$ cat src/uea_pkg.sv
// Shared constants and types for the control endpoint output and address block
package uea_pkg;

    // ------------------------------------------------------------------
    // Register offsets
    // ------------------------------------------------------------------
    localparam logic [15:0] OFS_OUT_EP0_CONFIG     = 16'hFF82;
    localparam logic [15:0] OFS_OUT_EP0_BYTE_COUNT = 16'hFF83;
    localparam logic [15:0] OFS_EVENT_STATUS       = 16'hFF84;
    localparam logic [15:0] OFS_EVENT_MASK         = 16'hFF85;
    localparam logic [15:0] OFS_FUNCTION_ADDRESS   = 16'hFFFF;

    // ------------------------------------------------------------------
    // Field positions
    // ------------------------------------------------------------------
    localparam int CFG_PERMIT_BIT = 7;
    localparam int CFG_TOGGLE_BIT = 5;
    localparam int CFG_STALL_BIT  = 3;
    localparam int CFG_IE_BIT     = 2;
    localparam int CNT_NAK_BIT    = 7;
    localparam int EVT_OUT_DONE   = 0;
    localparam int EVT_SETUP      = 1;
    localparam int EVT_STALL_SENT = 2;
    localparam int EVT_WIDTH      = 3;

    // ------------------------------------------------------------------
    // Reset values and sizes
    // ------------------------------------------------------------------
    localparam logic       RST_NAK     = 1'b1;
    localparam logic       RST_TOGGLE  = 1'b0;
    localparam logic [6:0] RST_ADDRESS = 7'h00;
    localparam int         EP0_MAX_BYTES = 8;
    localparam logic [3:0] EP0_ENDPOINT  = 4'h0;

    // ------------------------------------------------------------------
    // Token kinds, handshakes, states
    // ------------------------------------------------------------------
    typedef enum logic [1:0] {
        TOK_OUT   = 2'h0,
        TOK_IN    = 2'h1,
        TOK_SETUP = 2'h2
    } uea_tok_t;

    typedef enum logic [1:0] {
        HS_NONE  = 2'h0,
        HS_ACK   = 2'h1,
        HS_NAK   = 2'h2,
        HS_STALL = 2'h3
    } uea_hs_t;

    typedef enum logic {
        ST_IDLE = 1'b0,
        ST_DATA = 1'b1
    } uea_state_t;

endpackage : uea_pkg
$ cat src/uea_addr_match.sv
// Token filter: function address and control endpoint match
`timescale 1ns/1ns
module uea_addr_match #(
    parameter int ADDR_W = 7
) (
    input  wire logic              tok_valid_i,  // Token strobe
    input  wire logic [ADDR_W-1:0] tok_addr_i,   // Token address
    input  wire logic [3:0]        tok_ep_i,     // Token endpoint
    input  wire logic [ADDR_W-1:0] own_addr_i,   // Assigned address
    output      logic              hit_o         // Token is ours, endpoint 0
);

    assign hit_o = tok_valid_i && (tok_addr_i == own_addr_i) && (tok_ep_i == uea_pkg::EP0_ENDPOINT);

endmodule : uea_addr_match

$ cat src/uea_byte_counter.sv
// Saturating received byte counter
`timescale 1ns/1ns
module uea_byte_counter #(
    parameter int MAX_BYTES = uea_pkg::EP0_MAX_BYTES
) (
    input  wire logic       clk_i,    // Core clock
    input  wire logic       rst_n_i,  // Synchronised reset, low active
    input  wire logic       clear_i,  // Restart count
    input  wire logic       inc_i,    // One byte taken
    output      logic [3:0] count_o,  // Bytes taken so far
    output      logic       full_o    // Count reached maximum
);

    typedef struct packed {
        logic [3:0] count;
    } uea_cnt_state_t;

    localparam logic [3:0] MAX_CNT = 4'(MAX_BYTES);

    uea_cnt_state_t q;
    uea_cnt_state_t d;

    always_comb
    begin
        d = q;
        if (clear_i)
        begin
            d.count = 4'h0;
        end
        else if (inc_i && (q.count < MAX_CNT))
        begin
            d.count = q.count + 4'h1;
        end
    end

    always_ff @(posedge clk_i or negedge rst_n_i)
    begin
        if (!rst_n_i)
        begin
            q <= '0;
        end
        else
        begin
            q <= d;
        end
    end

    assign count_o = q.count;
    assign full_o  = (q.count >= MAX_CNT);

endmodule : uea_byte_counter

$ cat src/uea_ep0_out.sv
// Control endpoint output direction, function address and event interrupt
//
// Function
// - Firmware-set stall makes OUT answered with STALL; hardware clears it later.
// - Stall bit clears itself when the next SETUP data packet ends with good CRC.
// - Config bit 5 shows the expected DATA0/DATA1 toggle state.
// - OUT buffer writes to this endpoint only while permit bit 7 is high; SETUP data is written regardless of permit.
// - Byte count bits 3:0 read-only, 0 to 8, never codes above eight.
// - Setup-received flag set forces NAK on IN and, unless stall is set, on OUT of endpoint 0.
// - Seven-bit function address, reset zero; only matching tokens answered.
`timescale 1ns/1ns
module uea_ep0_out #(
    parameter int ADDR_W = 16,
    parameter int DATA_W = 8
) (
    input  wire logic                clk_i,          // Core clock, 50 MHz
    input  wire logic                arst_n_i,       // Asynchronous reset, low active
    // Register port
    input  wire logic [ADDR_W-1:0]   reg_addr_i,     // Register address
    input  wire logic [DATA_W-1:0]   reg_wdata_i,    // Write data
    input  wire logic                reg_we_i,       // Write strobe
    input  wire logic                reg_re_i,       // Read strobe
    output      logic [DATA_W-1:0]   reg_rdata_o,    // Read data, cycle after strobe
    output      logic                irq_o,          // Level interrupt
    // Decoded bus side
    input  wire logic                tok_valid_i,    // Token strobe
    input  wire uea_pkg::uea_tok_t   tok_kind_i,     // Token kind
    input  wire logic [6:0]          tok_addr_i,     // Token address
    input  wire logic [3:0]          tok_ep_i,       // Token endpoint
    input  wire logic                data_valid_i,   // Data byte strobe
    input  wire logic [7:0]          data_byte_i,    // Data byte
    input  wire logic                data_pid_i,     // Data packet PID, 1 = DATA1
    input  wire logic                pkt_end_i,      // End of data packet
    input  wire logic                pkt_ok_i,       // Packet CRC good
    output      logic                hs_valid_o,     // Handshake strobe
    output      uea_pkg::uea_hs_t    hs_code_o,      // Handshake to send
    output      logic                in_force_nak_o, // Endpoint 0 IN must NAK
    // Buffer manager write port
    output      logic                buf_we_o,       // Buffer write strobe
    output      logic [2:0]          buf_addr_o,     // Buffer byte index
    output      logic [7:0]          buf_data_o,     // Buffer byte
    output      logic                buf_setup_o     // Byte belongs to setup buffer
);

    // ------------------------------------------------------------------
    // State
    // ------------------------------------------------------------------
    typedef struct packed {
        uea_pkg::uea_state_t        fsm;
        logic                       kind_setup;
        logic                       accept;
        logic                       permit;
        logic                       stall;
        logic                       ie;
        logic                       toggle;
        logic                       nak;
        logic [3:0]                 count;
        logic [6:0]                 addr;
        logic [uea_pkg::EVT_WIDTH-1:0] status;
        logic [uea_pkg::EVT_WIDTH-1:0] mask;
        logic [DATA_W-1:0]          rdata;
        logic                       hs_valid;
        uea_pkg::uea_hs_t           hs_code;
        logic                       buf_we;
        logic [2:0]                 buf_addr;
        logic [7:0]                 buf_data;
        logic                       buf_setup;
    } uea_state_t;

    localparam uea_state_t RST_STATE = '{
        fsm:        uea_pkg::ST_IDLE,
        kind_setup: 1'b0,
        accept:     1'b0,
        permit:     1'b0,
        stall:      1'b0,
        ie:         1'b0,
        toggle:     uea_pkg::RST_TOGGLE,
        nak:        uea_pkg::RST_NAK,
        count:      4'h0,
        addr:       uea_pkg::RST_ADDRESS,
        status:     '0,
        mask:       '0,
        rdata:      '0,
        hs_valid:   1'b0,
        hs_code:    uea_pkg::HS_NONE,
        buf_we:     1'b0,
        buf_addr:   3'h0,
        buf_data:   8'h00,
        buf_setup:  1'b0
    };

    uea_state_t q;
    uea_state_t d;

    // ------------------------------------------------------------------
    // Reset release
    // ------------------------------------------------------------------
    logic [1:0] rst_sync_q;
    logic       rst_n;

    always_ff @(posedge clk_i or negedge arst_n_i)
    begin
        if (!arst_n_i)
        begin
            rst_sync_q <= 2'h0;
        end
        else
        begin
            rst_sync_q <= {rst_sync_q[0], 1'b1};
        end
    end

    assign rst_n = rst_sync_q[1];

    // ------------------------------------------------------------------
    // Helpers
    // ------------------------------------------------------------------
    logic       tok_hit;
    logic [3:0] rx_count;
    logic       rx_full;
    logic       cnt_clear;
    logic       cnt_inc;
    logic       setup_flag;

    assign setup_flag = q.status[uea_pkg::EVT_SETUP];

    uea_addr_match #(
        .ADDR_W (7)
    ) u_match (
        .tok_valid_i (tok_valid_i),
        .tok_addr_i  (tok_addr_i),
        .tok_ep_i    (tok_ep_i),
        .own_addr_i  (q.addr),
        .hit_o       (tok_hit)
    );

    uea_byte_counter #(
        .MAX_BYTES (uea_pkg::EP0_MAX_BYTES)
    ) u_count (
        .clk_i   (clk_i),
        .rst_n_i (rst_n),
        .clear_i (cnt_clear),
        .inc_i   (cnt_inc),
        .count_o (rx_count),
        .full_o  (rx_full)
    );

    assign cnt_clear = (q.fsm == uea_pkg::ST_IDLE) && tok_hit;
    assign cnt_inc   = (q.fsm == uea_pkg::ST_DATA) && data_valid_i && q.accept && !rx_full;

    // ------------------------------------------------------------------
    // Next state
    // ------------------------------------------------------------------
    always_comb
    begin
        d          = q;
        d.hs_valid = 1'b0;
        d.buf_we   = 1'b0;
        d.rdata    = '0;

        // Register writes
        if (reg_we_i)
        begin
            case (reg_addr_i)
                uea_pkg::OFS_OUT_EP0_CONFIG:
                begin
                    d.permit = reg_wdata_i[uea_pkg::CFG_PERMIT_BIT];
                    d.stall  = reg_wdata_i[uea_pkg::CFG_STALL_BIT];
                    d.ie     = reg_wdata_i[uea_pkg::CFG_IE_BIT];
                end
                uea_pkg::OFS_OUT_EP0_BYTE_COUNT:
                begin
                    d.nak = reg_wdata_i[uea_pkg::CNT_NAK_BIT];
                end
                uea_pkg::OFS_FUNCTION_ADDRESS:
                begin
                    d.addr = reg_wdata_i[6:0];
                end
                uea_pkg::OFS_EVENT_STATUS:
                begin
                    d.status = q.status & ~reg_wdata_i[uea_pkg::EVT_WIDTH-1:0];
                end
                uea_pkg::OFS_EVENT_MASK:
                begin
                    d.mask = reg_wdata_i[uea_pkg::EVT_WIDTH-1:0];
                end
                default:
                begin
                end
            endcase
        end

        // Register reads, answered next cycle
        if (reg_re_i)
        begin
            case (reg_addr_i)
                uea_pkg::OFS_OUT_EP0_CONFIG:
                begin
                    d.rdata[uea_pkg::CFG_PERMIT_BIT] = q.permit;
                    d.rdata[uea_pkg::CFG_TOGGLE_BIT] = q.toggle;
                    d.rdata[uea_pkg::CFG_STALL_BIT]  = q.stall;
                    d.rdata[uea_pkg::CFG_IE_BIT]     = q.ie;
                end
                uea_pkg::OFS_OUT_EP0_BYTE_COUNT:
                begin
                    d.rdata[uea_pkg::CNT_NAK_BIT] = q.nak;
                    d.rdata[3:0]                  = q.count;
                end
                uea_pkg::OFS_FUNCTION_ADDRESS:
                begin
                    d.rdata[6:0] = q.addr;
                end
                uea_pkg::OFS_EVENT_STATUS:
                begin
                    d.rdata[uea_pkg::EVT_WIDTH-1:0] = q.status;
                end
                uea_pkg::OFS_EVENT_MASK:
                begin
                    d.rdata[uea_pkg::EVT_WIDTH-1:0] = q.mask;
                end
                default:
                begin
                end
            endcase
        end

        // Transaction handling
        case (q.fsm)
            uea_pkg::ST_IDLE:
            begin
                if (tok_hit && (tok_kind_i == uea_pkg::TOK_SETUP))
                begin
                    d.kind_setup = 1'b1;
                    d.accept     = 1'b1;
                    d.fsm        = uea_pkg::ST_DATA;
                end
                else if (tok_hit && (tok_kind_i == uea_pkg::TOK_OUT))
                begin
                    d.kind_setup = 1'b0;
                    d.accept     = q.permit && !q.stall && !q.nak && !setup_flag;
                    d.fsm        = uea_pkg::ST_DATA;
                end
            end
            uea_pkg::ST_DATA:
            begin
                if (cnt_inc)
                begin
                    d.buf_we    = 1'b1;
                    d.buf_addr  = rx_count[2:0];
                    d.buf_data  = data_byte_i;
                    d.buf_setup = q.kind_setup;
                end
                if (pkt_end_i)
                begin
                    d.fsm = uea_pkg::ST_IDLE;
                    if (pkt_ok_i && q.kind_setup)
                    begin
                        d.hs_valid = 1'b1;
                        d.hs_code  = uea_pkg::HS_ACK;
                        d.stall    = 1'b0;
                        d.toggle   = 1'b1;
                        d.status[uea_pkg::EVT_SETUP] = 1'b1;
                    end
                    else if (pkt_ok_i && q.stall)
                    begin
                        d.hs_valid = 1'b1;
                        d.hs_code  = uea_pkg::HS_STALL;
                        d.status[uea_pkg::EVT_STALL_SENT] = 1'b1;
                    end
                    else if (pkt_ok_i && !q.accept)
                    begin
                        d.hs_valid = 1'b1;
                        d.hs_code  = uea_pkg::HS_NAK;
                    end
                    else if (pkt_ok_i)
                    begin
                        d.hs_valid = 1'b1;
                        d.hs_code  = uea_pkg::HS_ACK;
                        // Repeated packet is acknowledged but not committed
                        if (data_pid_i == q.toggle)
                        begin
                            d.count  = rx_count;
                            d.nak    = 1'b1;
                            d.toggle = ~q.toggle;
                            if (q.ie)
                            begin
                                d.status[uea_pkg::EVT_OUT_DONE] = 1'b1;
                            end
                        end
                    end
                end
                else if (tok_valid_i)
                begin
                    // Token without data ends the transaction silently
                    d.fsm = uea_pkg::ST_IDLE;
                end
            end
            default:
            begin
                d.fsm = uea_pkg::ST_IDLE;
            end
        endcase
    end

    always_ff @(posedge clk_i or negedge rst_n)
    begin
        if (!rst_n)
        begin
            q <= RST_STATE;
        end
        else
        begin
            q <= d;
        end
    end

    // ------------------------------------------------------------------
    // Outputs
    // ------------------------------------------------------------------
    assign reg_rdata_o    = q.rdata;
    assign irq_o          = |(q.status & q.mask);
    assign hs_valid_o     = q.hs_valid;
    assign hs_code_o      = q.hs_code;
    assign in_force_nak_o = setup_flag;
    assign buf_we_o       = q.buf_we;
    assign buf_addr_o     = q.buf_addr;
    assign buf_data_o     = q.buf_data;
    assign buf_setup_o    = q.buf_setup;

endmodule : uea_ep0_out

$ cat config.mk
export PLATFORM = sky130hd
export DESIGN_NAME = uea_ep0_out
export DESIGN_NICKNAME = d
export VERILOG_FILES = /design/src/uea_pkg.sv /design/src/uea_addr_match.sv /design/src/uea_byte_counter.sv /design/src/uea_ep0_out.sv
export SDC_FILE = /design/constraint.sdc
export NUM_CORES = 1
export LEC_CHECK = 0
export BUFFER_PORTS_ARGS = -buffer_cell sky130_fd_sc_hd__buf_2
export CAP_MARGIN = 20
export CORE_MARGIN = 2
export CORE_UTILIZATION = 52
export DETAILED_ROUTE_END_ITERATION = 12
export PLACE_DENSITY = 0.8
export SETUP_SLACK_MARGIN = 0.4
export SLEW_MARGIN = 40
export SYNTH_ARGS = -nofsm -noshare
export SYNTH_HDL_FRONTEND = slang
export SYNTH_SLANG_ARGS = --single-unit
export TNS_END_PERCENT = 20
$ cat constraint.sdc
create_clock -name clk_i -period 2.1 [get_ports clk_i]
set_input_delay 0.105 -clock clk_i [delete_from_list [all_inputs] [get_ports clk_i]]
set_output_delay 0.105 -clock clk_i [all_outputs]
set_load 0.01 [all_outputs]
Word level (Yosys, flattened, before mapping)
Index checks and enable logic that the tools add are counted.
{"block": "totals", "in_bits": 54, "register_bits": 55, "elab_cells": 129}
{"block": "op_classes", "order_cmp": 2, "bitwise_logic": 8, "n_addsub": 1, "mux": 51, "reduce_logical": 36, "eq_ne": 10}
{"operator": "16-bit == test (second input constant)", "n": 5}
{"operator": "3-bit two-way mux", "n": 11}
{"operator": "6-bit two-way mux", "n": 5}
{"operator": "1-bit two-way mux", "n": 19}
{"operator": "16-bit two-way mux", "n": 1}
{"operator": "1-bit logical AND", "n": 15}
{"operator": "5-bit two-way mux", "n": 3}
{"operator": "13-bit two-way mux", "n": 1}
{"operator": "2-bit AND reduction", "n": 5}
{"operator": "4-bit two-way mux", "n": 2}
{"operator": "8-bit two-way mux", "n": 1}
{"operator": "2-bit case mux with 4 select lines", "n": 1}
{"operator": "2-bit nonzero test", "n": 4}
{"operator": "7-bit == test", "n": 1}
{"operator": "7-bit AND reduction", "n": 1}
{"operator": "3-bit AND", "n": 2}
{"operator": "1-bit case mux with 2 select lines", "n": 3}
{"operator": "6-bit AND reduction", "n": 1}
{"operator": "1-bit zero test", "n": 5}
{"operator": "1-bit inverter", "n": 5}
{"operator": "1-bit case mux with 5 select lines", "n": 1}
{"operator": "4-bit by 1-bit adder with 4-bit output (second input constant)", "n": 1}
{"operator": "4-bit greater-or-equal comparator (second input constant)", "n": 1}
{"operator": "4-bit zero test", "n": 1}
{"operator": "11 further kinds", "n": 13}

Longest topological paths before layout
Gate-level depths: netlist of the first run.
{"block": "depth", "ltp_word": 12, "mapped_depth": 6, "ltp_nobuf": 5}

Modules after synthesis
A second synthesis of the first run with hierarchy kept.
{"block": "hier_totals", "hier_cells": 264, "hier_area_um2": 2733.9}
{"module": "uea_ep0_out", "instances": 1, "seq_area_each_um2": 1277.5, "area_per_inst_um2": 2426.1, "cells_per_inst": 233}
{"module": "uea_byte_counter", "instances": 1, "seq_area_each_um2": 100.1, "area_per_inst_um2": 209.0, "cells_per_inst": 19}
{"module": "uea_addr_match", "instances": 1, "seq_area_each_um2": 0.0, "area_per_inst_um2": 98.8, "cells_per_inst": 12}

Least setup slack after synthesis of the first run
OpenSTA, ideal clock, no wires.
{"block": "synth_timing", "path_kind": "register -> register", "start": "register q[48]", "end": "register q[47]", "n_path_buf": 0, "setup_time_ps": 125, "setup_slack_ps": 311, "required_ps": 1975, "arrival_ps": 1664, "stages_incl_launch_ff": 5, "path_cell_list": "dfrtp_1 or4b_2 nor3_1 nand4_1 mux2_2"}
{"block": "synth_via", "elab_chain_cells": 2}
{"element": "from (decl)", "line_no": "uea_ep0_out.sv:92", "text": "uea_state_t q;"}
{"element": "from (signal assigned)", "line_no": "uea_ep0_out.sv:309", "text": "q <= RST_STATE;"}
{"element": "from (signal assigned)", "line_no": "uea_ep0_out.sv:313", "text": "q <= d;"}
{"element": "1-bit inverter (no line)"}
{"element": "2-bit AND reduction (no line)"}
No other way between the ends.
A chain may end at the register's enable or synchronous reset.

Worst setup path in the final report of the first run
Ends and elaborated chain as after synthesis.

==> flow_summary_export.csv, run 1 <==
group,metric,value,unit
grt,grt_util_all_layers,21.9,%
yosys,syn_nets,326,
timing,fin_crit_sh,77.6,%
pwr,power_leakage,0.00177,uW
drt,ant_nets,0,
grt,grt_pass1_vias,2177,
timing,finalClockSkew,0.0111,ns
critical_path,slowest_delay,0.49,ns
yosys,synth_ff_type,"dfrtp_1",
timing,rsz0062_at_grt,"true",
timing,setup_viol,0,
critical_path,crit_family,"simple AND/OR/NAND/NOR gates",
clock_network,clock_path_buffers,2,
clock_network,htreeDepth,2,
layout,antenna_cells,0,
min_path,hold_path.class,"in -> reg",
critical_path,required,2.29,ns
yosys,syn_area,0.00276,sq mm
critical_path,crit_type,"reg -> reg",
layout,nFillCells,411,
drt,viasPerCell,5.46,
yosys,syn-instance-count,269,
timing,max_slew_margin,61.8,%
critical_path,cp_slowest_cell,"or4b_4",
die,die_w,76.9,um
layout,final_common_cell,"buf_2",
drt,routedWlPerCell,15.0,um
timing,timing.hold.ws,0.0383,ns
grt,grt_pass1_wl,10300,um
drt,wl,6200,um
drt,drt_iter0_markers,144,
yosys,synth-warning-count,0,
layout,drive_gt1_share,36.8,%
timing,hold_viol_final,0,
run_status,status,"complete, no violations",
yosys,synth-edff-count,0,
clock_network,cts_tree,"built",
yosys,async_reset_ff_share,100,%
critical_path,cp_cell_sequence,"or4b_4 > nor3_4 > nand4_1 > mux2_4",
die,die_h,76.9,um
timing,slew_viol_final,0,
drt,first_pass_iters,4,
grt,grt_max_degree,29,
layout,final_cells,412,
layout,seqCellArea,0.00138,sq mm
placed_design,place.gp.congestion,0.891,
die,die_area,0.00591,sq mm
yosys,synth_area_leaders,"dfrtp_1, mux2_2, nand2_1",
run,cap_violations,0,
clock_network,root_buffer,"clkbuf_8",
drt,drc,0,
timing,setup_tns,0,ns
placed_design,hpwl,4630,um
layout,area_growth,20.4,%
layout,multi_input_area,0.00117,sq mm
critical_path,worstPathArrival,1.82,ns
grt,grt_overflow,0,
die,io_pins,80,
clock_network,path_clk_slew,0.10,ns
yosys,synth-seq-cells,55,
critical_path,startpoint_type,"flop",
critical_path,worst-path-buf-inv,0,
layout,final_util,65.2,%
drt,num_vias,2251,
critical_path,end_kind,"flop",
pwr,peakVddDrop,0.000397,V
placed_design,placed_cells,393,
critical_path,cp_max_fo,2,
yosys,yosysSeqAreaShare,49.8,%
clock_network,cts_sinks,55,
timing,fin_crit,1.63,ns
die,fp-row-count,26,
yosys,postSynthAreaPerCell,10.3,sq um
die,initial_core_util,54.1,%
clock_network,insertion_delay,0.30,ns
pwr,powerDensity,547,mW/mm^2
timing,max_freq,614,MHz
die,core-area,0.00511,sq mm
clock_network,cts_inserted_buffers,5,
placed_design,portBuffers,79,
layout,final_cell_mix,"buf_2, dfrtp_1, nand2_1",
yosys,yosysTopAreaCell,"dfrtp_1",
grt,antenna_found_initial,0,
timing,worstMarginPinSlew,0.573,ns
yosys,synth_top_area_share,48.9,%
layout,nets,398,
yosys,yosysUniqueCellTypes,47,
[sequential cells by signal (all words and copies together), names as in the netlist]
name,count
hs_valid_o,1
q,24
hs_code_o,2
u_count.count_o,4
buf_we_o,1
buf_addr_o,3
in_force_nak_o,1
reg_rdata_o,8
buf_setup_o,1
rst_sync_q,2
buf_data_o,8
[area by class of cell]
class / count / share of cell area, %
Tap cell: 70 / 2.63
Clock inverter: 2 / 0.489
Clock buffer: 6 / 2.48
Sequential cell: 55 / 41.4
Inverter: 10 / 1.13
Timing Repair Buffer: 95 / 16.5
Multi-Input combinational cell: 174 / 35.3
[synthesized netlist by cell type (all sizes together), types with 4 or more instances]
master	count
nor2	10
nand2	46
nand4	7
nand3	17
o21ai	4
and3	5
nor3	6
buf	23
clkbuf	7
dfrtp	54
nor4	4
a21oi	7
mux2	19
inv	10
xor2	8
[logic make-up after synthesis]
group | Yosys count | synth area share, %
XOR/XNOR | 8 | 2.54
buffers and inverters | 40 | 8.60
AO/OA/AOI/OAI | 29 | 7.47
multiplexers | 21 | 8.87
adder cells (fa/ha/maj) | 3 | 1.36
flip-flops | 55 | 49.8
other | 1 | 0.136
AND/OR/NAND/NOR | 112 | 21.2
[per-layer routing]
| layer | vias up | global-route usage (%) | wire length (um) |
|---|---|---|---|
| li1 | 1065 | - | - |
| met1 | 1086 | 30.1 | 2740 |
| met2 | 89 | 34.8 | 2940 |
| met3 | 11 | 4.82 | 406 |
| met4 | 0 | 6.91 | 106 |
| met5 | - | 0 | 0 |
[repair_timing]
item,CTS,global route
pin swaps,1,2
setup buffers,2,0
endpoints found under the hold margin,10,0
resized for setup,1,2
hold buffers,9,0
endpoints found under the setup margin,1,6
[final timing paths]
kind	slack (ns)	startpoint	cells after the start	end
setup / recovery	0.47	q[48]$_DFF_PN0_	4	q[47]$_DFFE_PN0P_
min in group asynchronous	0.10	arst_n_i	2	rst_sync_q[1]$_DFF_PN0_
setup reg to reg	0.47	q[48]$_DFF_PN0_	4	q[47]$_DFFE_PN0P_
max in group asynchronous	1.28	rst_sync_q[1]$_DFF_PN0_	1	hs_valid_o$_DFF_PN0_
hold / removal	0.04	reg_wdata_i[5]	2	q[35]$_DFFE_PN0P_
hold reg to reg	0.27	rst_sync_q[1]$_DFF_PN0_	0	q[38]$_DFFE_PN0P_
[per-stage QoR]
step / total power [uW] / instance area [sq um] / setup slack, ns
floorplan: 1140 / 2780 / 0.385
global placement: 1210 / 3110 / 0.388
detailed placement: 1220 / 3110 / 0.324
CTS: 1820 / 3320 / 0.411
global route: 1890 / 3330 / 0.400
finish: 1820 / 3330 / 0.470
[worst register-to-register path, stage by stage (launching register included)]
cell,delay (ns)
dfrtp_1,0.39
or4b_4,0.49
nor3_4,0.14
nand4_1,0.15
mux2_4,0.33
[power by group]
| group | internal (uW) | total (uW) | switching (uW) |
|---|---|---|---|
| Combinational | 68.5 | 139 | 70.6 |
| Clock | 270 | 609 | 339 |
| Sequential | 1060 | 1070 | 10.6 |
| Total | 1400 | 1820 | 420 |
Note: power is estimated with default switching activity, not from simulation.
==> inputs of run 2 (changes only) <==
- CORE_UTILIZATION: 52 -> 47
- PLACE_DENSITY: 0.8 -> 0.76
- clock period: 2.1 -> 1.4 ns (I/O delays scaled with it)
==> run 2 against run 1 <==
  * The run now ends with setup timing left
  * Global-route usage increased by 2.4 points
  * Combinational power increased by 120%
  * Clock power grew 51%
  * Sequential cell count unchanged
  * Fmax rose by 1.1%
  * First-iteration DRC count up 31%
  * Largest cell class is now multi-input combinational cells
  * Highest routed layer unchanged
==> flow_summary_export.csv, run 2 (synthesized netlist as in run 1, its figures left out) <==
group,metric,value,unit
pwr,peakVddDrop,0.000363,V
layout,drive_gt1_share,51.6,%
die,core-area,0.00561,sq mm
placed_design,place.gp.congestion,0.876,
layout,multi_input_area,0.00141,sq mm
layout,largest_reg_flops,24,
placed_design,place_ws,-0.275,ns
run,cap_violations,0,
pwr,p_comb_share,11.0,%
timing,max_freq,620,MHz
pwr,p_clk_share,32.6,%
critical_path,worstPathArrival,1.82,ns
drt,first_pass_iters,4,
drt,drc,0,
timing,hold_viol_final,0,
run_status,violations,"setup timing",
layout,seqCellArea,0.00138,sq mm
grt,grt_max_degree,54,
timing,timing.hold.ws,0.0187,ns
layout,final_util,70.7,%
layout,regMostFlops,"q",
critical_path,end_kind,"flop",
grt,grt_pass1_wl,11900,um
clock_network,clock_path_buffers,2,
clock_network,cts_tree,"built",
timing,slew_viol_final,0,
clock_network,root_buffer,"clkbuf_8",
clock_network,cts_sinks,55,
critical_path,cp_max_fo,2,
min_path,hold_path.class,"in -> reg",
layout,nFillCells,405,
die,fp-row-count,27,
grt,grt_pass1_vias,2562,
clock_network,path_clk_slew,0.09,ns
timing,fin_crit_sh,115,%
grt,grt_util_all_layers,24.4,%
layout,final_common_cell,"buf_2",
layout,area_growth,43.5,%
drt,drt_iter0_markers,189,
layout,final_cell_mix,"buf_2, dfrtp_1, nand2_1",
clock_network,htreeDepth,2,
placed_design,hpwl,5150,um
drt,ant_nets,0,
timing,rsz0062_at_grt,"true",
clock_network,cts_inserted_buffers,5,
critical_path,crit_type,"reg -> reg",
die,die_w,80.7,um
pwr,powerDensity,712,mW/mm^2
pwr,power,2830,uW
timing,setup_ws,-0.213,ns
timing,finalClockSkew,0.00695,ns
layout,nets,440,
grt,grt_overflow,0,
drt,routedWlPerCell,16.4,um
die,initial_core_util,49.3,%
drt,num_vias,2497,
layout,antenna_cells,0,
pwr,intPower,2160,uW
drt,wl,7460,um
clock_network,insertion_delay,0.31,ns
placed_design,portBuffers,79,
timing,setup_viol,12,
grt,antenna_found_initial,0,
critical_path,required,1.61,ns
die,die_area,0.00651,sq mm
die,die_h,80.7,um
critical_path,startpoint_type,"flop",
timing,fin_crit,1.61,ns
run_status,status,"finished, violations left",
pwr,power_leakage,0.00207,uW
pwr,switchingPower,669,uW
die,io_pins,80,
timing,setup_tns,-0.707,ns
pwr,switching_share,23.7,%
drt,viasPerCell,5.48,
pwr,seq_power_share,56.4,%
## run 2: cell types whose count changed in the layout (fill, tap and decap cells not counted), moves of 8 or more
| cell | previous run | this run |
|---|---|---|
| mux2_2 | 15 | 7 |
| mux2_4 | 4 | 12 |
| buf_4 | 6 | 37 |
| buf_6 | 0 | 11 |
## run 2: final cells by class
cell class / instances / area share, %
sequential: 55 / 34.8
clock inverter: 1 / 0.221
inverter: 10 / 1.07
timing repair buffer: 137 / 23.9
multi-input combinational: 174 / 35.6
tap: 72 / 2.27
clock buffer: 7 / 2.18
## run 2: stage by stage
stage / instance area (sq um) / std cells
after global routing: 3970 / 456
final: 3970 / 456
after detailed placement: 3420 / 433
after floorplan: 2780 / 269
after CTS: 3830 / 454
after global placement: 3420 / 433
## run 2: critical path, cell delays in order (launching register included)
cell and delay (ns):
dfrtp_1 0.39, or4b_4 0.50, nor3_4 0.13, nand4_1 0.16, mux2_4 0.32
## run 2: final timing paths
path,from,end,slack (ns),depth (start not counted)
max in group asynchronous,rst_sync_q[1]$_DFF_PN0_,q[41]$_DFF_PN1_,0.86,1
hold / removal,tok_kind_i[1],q[47]$_DFFE_PN0P_,0.02,2
hold reg to reg,rst_sync_q[1]$_DFF_PN0_,buf_addr_o[1]$_DFFE_PN0P_,0.25,1
setup / recovery,q[48]$_DFF_PN0_,q[47]$_DFFE_PN0P_,-0.21,4
setup reg to reg,q[48]$_DFF_PN0_,q[47]$_DFFE_PN0P_,-0.21,4
min in group asynchronous,arst_n_i,rst_sync_q[1]$_DFF_PN0_,0.06,2
## run 2: power groups by stage
stage               Sequential, uW  Clock (uW)  Combinational, uW
floorplan                     1650           0               60.2
global placement              1630           0                235
detailed placement            1630           0                239
CTS                           1590         938                288
global route                  1600         999                340
finish                        1590         921                311
## run 2: routing by layer
layer	share of wire, %	vias up	track usage, %
met1	40	1207	30.3
met2	50	115	41.1
met4	3.6	0	11.7
met3	6.4	24	4.04
li1	-	1151	-
met5	0	-	0
## run 2: repair_timing
action                                  4_1_cts  5_1_grt
pin swaps                                    23       18
endpoints found under the setup margin       52       55
setup buffers                                 1        2
hold endpoints to repair                     13        0
hold buffers                                 12        0
gates resized for setup                      44       28
